==> src/core/srw_pkg.sv <==
package srw_pkg;
    localparam int unsigned CLK_HZ           = 50_000_000;
    localparam int unsigned CLK_NS           = 20;
    // Hold time, nominal figure, lies inside 140..280 ms
    localparam int unsigned HOLD_MS          = 200;
    localparam int unsigned HOLD_CYC_DFLT    = HOLD_MS * (CLK_HZ / 1000);
    // Watchdog timeout, nominal 1.6 s, lies inside 1.12..2.40 s
    localparam int unsigned WDT_MS           = 1600;
    localparam int unsigned WDT_CYC_DFLT     = WDT_MS * (CLK_HZ / 1000);
    // Supply fall to reset delay
    localparam int unsigned SUP_DLY_NS       = 20_000;
    localparam int unsigned SUP_DLY_CYC_DFLT = SUP_DLY_NS / CLK_NS;
    // Manual reset minimum valid low width (least time, round up)
    localparam int unsigned MR_MIN_NS        = 1000;
    localparam int unsigned MR_MIN_CYC       = (MR_MIN_NS + CLK_NS - 1) / CLK_NS;
    localparam int unsigned CNT_W            = 28;
    localparam int unsigned MR_W             = 8;
    localparam logic [CNT_W-1:0] CNT_ZERO    = 28'h0000000;
    localparam logic [MR_W-1:0]  MR_ZERO     = 8'h00;
    localparam logic [1:0]       SYNC_RST    = 2'h3;
endpackage : srw_pkg

==> src/core/srw_supervisor.sv <==
`timescale 1ns/1ps
module srw_supervisor #(
    parameter bit          MR_EN       = 1'b1,
    parameter int unsigned HOLD_CYC    = srw_pkg::HOLD_CYC_DFLT,
    parameter int unsigned WDT_CYC     = srw_pkg::WDT_CYC_DFLT,
    parameter int unsigned SUP_DLY_CYC = srw_pkg::SUP_DLY_CYC_DFLT
) (
    input  wire logic clk_sys,
    input  wire logic arst_n,
    input  wire logic supply_low,
    input  wire logic manual_reset_n,
    input  wire logic watchdog_kick_in,
    input  wire logic watchdog_kick_oe_in,
    output logic      watchdog_kick_out,
    output logic      watchdog_kick_oe,
    output logic      reset_n,
    output logic      reset_hi
);
    import srw_pkg::*;

    typedef enum logic [1:0] {
        SRW_RUN  = 2'b00,
        SRW_HOLD = 2'b01,
        SRW_ACT  = 2'b10
    } srw_state_e;

    srw_state_e       state;
    logic [CNT_W-1:0] hold_cnt;
    logic [CNT_W-1:0] wdt_cnt;
    logic [CNT_W-1:0] sup_cnt;
    logic [MR_W-1:0]  mr_cnt;
    logic [1:0]       mr_sync;
    logic [1:0]       kick_sync;
    logic             kick_prev;
    logic             sup_low_q;
    logic             mr_act;
    logic             wdt_fire;
    logic             cause;
    logic             kick_eff;
    logic             kick_edge;

    function automatic logic [CNT_W-1:0] cnt_inc(input logic [CNT_W-1:0] v);
        cnt_inc = v + 28'h0000001;
    endfunction : cnt_inc

    // Kick line: an undriven pin reads the internal driver's level
    assign kick_eff  = watchdog_kick_oe_in ? watchdog_kick_in : watchdog_kick_out;

    always_ff @(posedge clk_sys or negedge arst_n) begin
        if (!arst_n) begin
            mr_sync   <= SYNC_RST;
            kick_sync <= 2'h0;
            kick_prev <= 1'b0;
        end else begin
            mr_sync   <= {mr_sync[0], manual_reset_n};
            kick_sync <= {kick_sync[0], kick_eff};
            kick_prev <= kick_sync[1];
        end
    end

    // 50 ns at 20 ns clock is two or more samples, so any valid pulse is caught
    assign kick_edge = kick_sync[1] ^ kick_prev;

    // Supply fall filter: short dips stay invisible
    always_ff @(posedge clk_sys or negedge arst_n) begin
        if (!arst_n) begin
            sup_cnt   <= CNT_ZERO;
            sup_low_q <= 1'b1;
        end else if (!supply_low) begin
            sup_cnt   <= CNT_ZERO;
            sup_low_q <= 1'b0;
        end else if (sup_cnt >= CNT_W'(SUP_DLY_CYC - 1)) begin
            sup_low_q <= 1'b1;
        end else begin
            sup_cnt   <= cnt_inc(sup_cnt);
        end
    end

    // Glitch filter: low must persist MR_MIN_CYC samples
    always_ff @(posedge clk_sys or negedge arst_n) begin
        if (!arst_n) begin
            mr_cnt <= MR_ZERO;
            mr_act <= 1'b0;
        end else if (!MR_EN || mr_sync[1]) begin
            mr_cnt <= MR_ZERO;
            mr_act <= 1'b0;
        end else if (mr_cnt >= MR_W'(MR_MIN_CYC - 1)) begin
            mr_act <= 1'b1;
        end else begin
            mr_cnt <= mr_cnt + 8'h01;
        end
    end

    assign cause = sup_low_q | mr_act;

    // Watchdog timer
    always_ff @(posedge clk_sys or negedge arst_n) begin
        if (!arst_n) begin
            wdt_cnt  <= CNT_ZERO;
            wdt_fire <= 1'b0;
        end else if (state != SRW_RUN || cause || kick_edge) begin
            wdt_cnt  <= CNT_ZERO;
            wdt_fire <= 1'b0;
        end else if (wdt_cnt >= CNT_W'(WDT_CYC - 1)) begin
            wdt_cnt  <= CNT_ZERO;
            wdt_fire <= 1'b1;
        end else begin
            wdt_cnt  <= cnt_inc(wdt_cnt);
            wdt_fire <= 1'b0;
        end
    end

    // Internal kick driver, high from 4 counts before the last eighth of the period
    always_ff @(posedge clk_sys or negedge arst_n) begin
        if (!arst_n) begin
            watchdog_kick_out <= 1'b0;
            watchdog_kick_oe  <= 1'b0;
        end else begin
            watchdog_kick_oe  <= ~watchdog_kick_oe_in;
            watchdog_kick_out <= (wdt_cnt >= CNT_W'((WDT_CYC / 8) * 7 - 4));
        end
    end

    // Reset sequencer
    always_ff @(posedge clk_sys or negedge arst_n) begin
        if (!arst_n) begin
            state    <= SRW_ACT;
            hold_cnt <= CNT_ZERO;
        end else begin
            case (state)
                SRW_RUN: begin
                    hold_cnt <= CNT_ZERO;
                    if (cause) begin
                        state <= SRW_ACT;
                    end else if (wdt_fire) begin
                        state <= SRW_HOLD;
                    end
                end
                SRW_ACT: begin
                    hold_cnt <= CNT_ZERO;
                    if (!cause) begin
                        state <= SRW_HOLD;
                    end
                end
                SRW_HOLD: begin
                    if (cause) begin
                        state    <= SRW_ACT;
                        hold_cnt <= CNT_ZERO;
                    end else if (hold_cnt >= CNT_W'(HOLD_CYC - 1)) begin
                        state    <= SRW_RUN;
                        hold_cnt <= CNT_ZERO;
                    end else begin
                        hold_cnt <= cnt_inc(hold_cnt);
                    end
                end
                default: begin
                    state    <= SRW_ACT;
                    hold_cnt <= CNT_ZERO;
                end
            endcase
        end
    end

    always_ff @(posedge clk_sys or negedge arst_n) begin
        if (!arst_n) begin
            reset_n  <= 1'b0;
            reset_hi <= 1'b1;
        end else begin
            reset_n  <= (state == SRW_RUN) && !cause && !wdt_fire;
            reset_hi <= !((state == SRW_RUN) && !cause && !wdt_fire);
        end
    end
endmodule : srw_supervisor

==> config.mk <==
export PLATFORM = sky130hd
export DESIGN_NAME = srw_supervisor
export DESIGN_NICKNAME = d
export VERILOG_FILES = /design/src/core/srw_pkg.sv /design/src/core/srw_supervisor.sv
export SDC_FILE = /design/constraint.sdc
export NUM_CORES = 1
export LEC_CHECK = 0
export BUFFER_PORTS_ARGS = -buffer_cell sky130_fd_sc_hd__buf_2
export CAP_MARGIN = 30
export CORE_MARGIN = 3
export CORE_UTILIZATION = 30
export DETAILED_ROUTE_END_ITERATION = 6
export MAX_ROUTING_LAYER = met4
export SLEW_MARGIN = 20
export SYNTH_ARGS = -nofsm -noshare
export SYNTH_HDL_FRONTEND = slang
export SYNTH_SLANG_ARGS = --single-unit
==> constraint.sdc <==
create_clock -name clk_sys -period 2.31 [get_ports clk_sys]
set_input_delay 0.231 -clock clk_sys [delete_from_list [all_inputs] [get_ports clk_sys]]
set_output_delay 0.231 -clock clk_sys [all_outputs]
set_load 0.03 [all_outputs]
# == Yosys cells after proc, flatten, opt, wreduce, memory -nomap -nowiden ==
# Cells that the tools add are included.
# classes
n_eq_ne,8
mux,22
order_cmp,5
addsub,4
n_bitwise,3
reduce_logical,11
mul,0
n_shift,0
div,0
# ops
operator,count
2-to-1 mux 28 bit,7
adder 28 x 1 -> 28 bit (second input constant),3
>= comparator 28 x 27 -> 1 bit (second input constant),2
>= comparator 28 x 10 -> 1 bit (second input constant),1
>= comparator 28 x 24 -> 1 bit (second input constant),1
2-to-1 mux 8 bit,2
2-to-1 mux 2 bit,5
adder 8 x 1 -> 8 bit (second input constant),1
>= comparator 8 x 6 -> 1 bit (second input constant),1
2-to-1 mux 1 bit,7
!= test 2 bit (second input constant),3
!= test 3 bit (second input constant),2
case mux 2 bit (3 select lines),1
nonzero test 2 bit,2
logical NOT 1 bit,3
AND reduction 3 bit,1
== test 2 x 1 -> 1 bit (second input constant),1
== test 2 bit (second input constant),1
logical AND 1 bit,2
logical NOT 2 bit,1
logical OR 1 bit,2
!= test 2 x 1 -> 1 bit (second input constant),1
inverter 1 bit,1
OR 1 bit,1
bitwise XOR 1 bit,1
# totals
ff_bits,106
out_inout_bits,4
word_cells,68
latchBits,0
rom_bits,0
ramBits,0
mem_count,0

# == Longest topological paths before layout ==
# logic_depth
word_depth,5
ltp_mapped,8
depth_no_buf,7

# == Worst setup path after synthesis ==
# Ideal clock, no wire load.
# synth_timing
path_kind,register to register
from,register mr_cnt[0]
to,register mr_cnt[4]
setup_ns,0.130
stages_incl_launch_ff,7
t_arrival_ns,1.990
slack_ns,0.189
t_required_ns,2.180
path_cell_list,dfrtp_1 ha_1 or4b_2 a311oi_2 nand4_1 xor2_1 nor2_1
# synth_between
elab_chain_len,3
word_cells_on_any_way,5
# synth_lines
item,line_no,source
start: declaration,srw_supervisor.sv:31,logic [MR_W-1:0] mr_cnt;
start signal: assignment,srw_supervisor.sv:90,mr_cnt <= mr_cnt + 8'h01;
adder 8 x 1 -> 8 bit,srw_supervisor.sv:90,
2-to-1 mux 8 bit,srw_supervisor.sv:87,end else if (mr_cnt >= MR_W'(MR_MIN_CYC - 1)) begin
2-to-1 mux 8 bit,srw_supervisor.sv:84,end else if (!MR_EN || mr_sync[1]) begin
# Parallel ways exist; a longest one is shown, timed or not. The select of a mux whose other input is x is not followed.
# A chain may end at the register's enable or synchronous reset.

# == Final worst setup path ==
# layout_timing
from,register mr_cnt[0]
to,register mr_cnt[1]
# Same word-level chain as after synthesis.

==> flow_metrics.env <==
export IMPL_worstPathRequired_ps=2550
export IMPL_avg_synthesized_cell_area_um2=10.5
export IMPL_synth_enable_flop_cells=0
export IMPL_cp_endpoint_kind="flip-flop"
export IMPL_tightest_slew_ps=691
export IMPL_row_count=45
export IMPL_synthFlopType="sky130_fd_sc_hd__dfrtp_1"
export IMPL_finish_cell_count_without_fillers=702
export IMPL_number_of_global_route_vias_before_repair=3253
export IMPL_grt_pass1_wl_um=15100
export IMPL_ys_ff_latch=106
export IMPL_wl_um=8470
export IMPL_dp_hpwl_um=5750
export IMPL_max_cap_viols=0
export IMPL_antenna_found_initial=0
export IMPL_place_gp_congestion=0.777
export IMPL_netlist_cell_type_count=48
export IMPL_final_net_count=499
export IMPL_postLayoutSetupSlackWorst_ps=195
export IMPL_grt_setup_unrepaired="false"
export IMPL_maximum_number_of_pins_on_one_net_before_global_route_repair=49
export IMPL_final_cell_mix="sky130_fd_sc_hd__dfrtp_1, sky130_fd_sc_hd__nor2_1, sky130_fd_sc_hd__nand2_1, sky130_fd_sc_hd__xor2_1, sky130_fd_sc_hd__nand3_1"
export IMPL_global_route_usage_total=0.106
export IMPL_postSynth_asyncResetShare=1.00
export IMPL_avgRoutedWirePerCell_um=12.1
export IMPL_num_vias=3213
export IMPL_floorplan_die_height_um=133
export IMPL_vdd_ir_drop_max_mv=0.391
export IMPL_net_switching_power_uw=908
export IMPL_clock_tree_root_driver_cell="sky130_fd_sc_hd__clkbuf_16"
export IMPL_clock_skew_final_ps=8.55
export IMPL_drt_first_iter_violations=180
export IMPL_timing_critical_path_from_type="flip-flop"
export IMPL_vias_per_cell=4.58
export IMPL_hold_viol=0
export IMPL_maxSlewHeadroom=0.536
export IMPL_layout_worst_path_cycle_share=0.916
export IMPL_clkPwrFrac=0.426
export IMPL_core_area_mm2=0.0155
export IMPL_clkTransAtPathRegs_ps=70
export IMPL_clk_insertion_delay_late_ps=350
export IMPL_worst_hold_path_type="in2reg"
export IMPL_design_die_area_mm2=0.0177
export IMPL_power_per_cell_area_mw_per_mm2=696
export IMPL_io_buffers=9
export IMPL_finalWorstPathRequiredPeriod_ps=2120
export IMPL_route_detailed_drc=0
export IMPL_power_share_combinational=0.069
export IMPL_preCtsSetupSlack_ps=199
export IMPL_areaGrowthSynthToFinish_pct=14.8
export IMPL_ratio_of_cells_with_drive_above_1_in_the_final_layout=0.116
export IMPL_post_cts_sizing=0
export IMPL_ant_nets=0
export IMPL_synthesis_yosys_warnings=0
export IMPL_fill_cell_instance_count_of_the_final_layout=1493
export IMPL_final_max_slew_viol_count=0
export IMPL_initial_core_util=0.312
export IMPL_ctsHtreeMaxLevel=3
export IMPL_synth_cells=460
export IMPL_grt_overflow_total=0
export IMPL_critPathMaxFanout=5
export IMPL_worst_ep_arrival_time_ps=2350
export IMPL_seq_power_share=0.505
export IMPL_tns_ps=0
export IMPL_post_route_total_power_mw=3.87
export IMPL_tritoncts_num_sinks=106
export IMPL_cts_root_to_sink_buffers=2
export IMPL_power_share_switching=0.235
export IMPL_post_synth_instance_area_mm2=0.00484
export IMPL_worstSetupPathType="reg2reg"
export IMPL_die_w_um=133
export IMPL_intPower_mw=2.96
export IMPL_dpl_cell_count=684
export IMPL_maxClockFrequency_ghz=0.473
export IMPL_run_status="finished clean"
export IMPL_cts_buffers_inserted=9
export IMPL_num_io_pins=10
export IMPL_synth_yosys_seq_area_share=0.550
export IMPL_setup_violations=0
export IMPL_cts_tree="done"
export IMPL_cellLeakagePower_nw=2.36
export IMPL_detail_route_first_pass_iterations=4
export IMPL_insertedDiodeCount=0
export IMPL_layout_commonest_cell="sky130_fd_sc_hd__dfrtp_1"
[kinds of logic after synthesis]
kind of cell / synth area share
DFF: 0.550
adders and majority gates: 0.0181
xor gates and xnor gates: 0.0960
and+or+nand+nor: 0.253
other: 0.000775
buffers and inverters: 0.0297
muxes: 0.00854
AOI/OAI and AO/OA: 0.0445
[sequential cells by signal, summed over array words and instances, names as in the netlist, 2 cells and up]
name and count:
hold_cnt 28, kick_sync 2, mr_cnt 8, mr_sync 2
state 2, sup_cnt 28, wdt_cnt 28
[layer usage]
metal  track usage  vias up  routed length [µm]
met5             -        -                   0
met2         0.166       34                4110
met1         0.134     1570                4030
li1              -     1599                   -
met3        0.0278       10                 218
met4        0.0306        0                 114
[worst paths after layout]
path,cells past startpoint,slack [ps],startpoint,end
min,2,40,watchdog_kick_oe_in,watchdog_kick_oe$_DFF_PN0_
min in group asynchronous,2,450,arst_n,sup_cnt[6]$_DFFE_PN0P_
min reg2reg,0,350,kick_sync[0]$_DFF_PN0_,kick_sync[1]$_DFF_PN0_
max reg2reg,7,190,mr_cnt[0]$_DFFE_PN0P_,mr_cnt[1]$_DFFE_PN0P_
max,7,190,mr_cnt[0]$_DFFE_PN0P_,mr_cnt[1]$_DFFE_PN0P_
max in group asynchronous,3,1170,arst_n,sup_low_q$_DFFE_PN1P_
[power by group through the flow]
stage	clock network (mW)	registers (mW)	logic (mW)
2_1_floorplan	0	2.02	0.141
3_3_place_gp	0	1.99	0.265
3_5_place_dp	0	1.99	0.269
4_1_cts	1.71	1.95	0.274
5_1_grt	1.77	1.96	0.298
6_report	1.65	1.95	0.267
[cell type report]
type	count	area, µm²	share of cell area
Sequential cell	106	2660	0.479
Inverter	16	60.1	0.0108
Tap cell	211	264	0.0475
Timing Repair Buffer	23	195	0.0351
Multi-Input combinational cell	330	2050	0.369
Clock inverter	7	103	0.0185
Clock buffer	9	225	0.0405
[through the flow]
stage                     cell area [µm²]   util  hold WS, ps
after CTS                            5560  0.359         33.6
after global placement               5210  0.336          287
after floorplan                      4850      -        -64.6
after global routing                 5560  0.359         56.1
final                                5560  0.359         44.9
after detailed placement             5210  0.336          301
[worst max-delay path, cell delays in order (launching register included)]
cell	delay (ps)
sky130_fd_sc_hd__dfrtp_1	440
sky130_fd_sc_hd__ha_1	210
sky130_fd_sc_hd__or4b_2	620
sky130_fd_sc_hd__a311oi_2	360
sky130_fd_sc_hd__buf_4	190
sky130_fd_sc_hd__nor2_1	40
sky130_fd_sc_hd__a21oi_1	110
sky130_fd_sc_hd__nor2_1	50
[Yosys cell counts, drive strengths merged (7+ instances only)]
library cell / instances / area (µm²)
dfrtp: 101 / 2530
nor2: 77 / 354
nand2: 33 / 124
xor2: 31 / 272
nand3: 30 / 150
xnor2: 22 / 193
and2: 21 / 131
nand4: 18 / 113
inv: 16 / 60.1
nor4: 10 / 62.6
nor3: 9 / 45.0
clkbuf: 8 / 30.0
a21oi: 7 / 35.0
ha: 7 / 87.6
[timing repair]
| action | CTS | global route |
|---|---|---|
| setup buffers | 0 | 0 |
| hold buffers | 2 | 0 |
| endpoints found under the hold margin | 43 | 0 |
No activity file was read; power rests on OpenSTA's default activity.
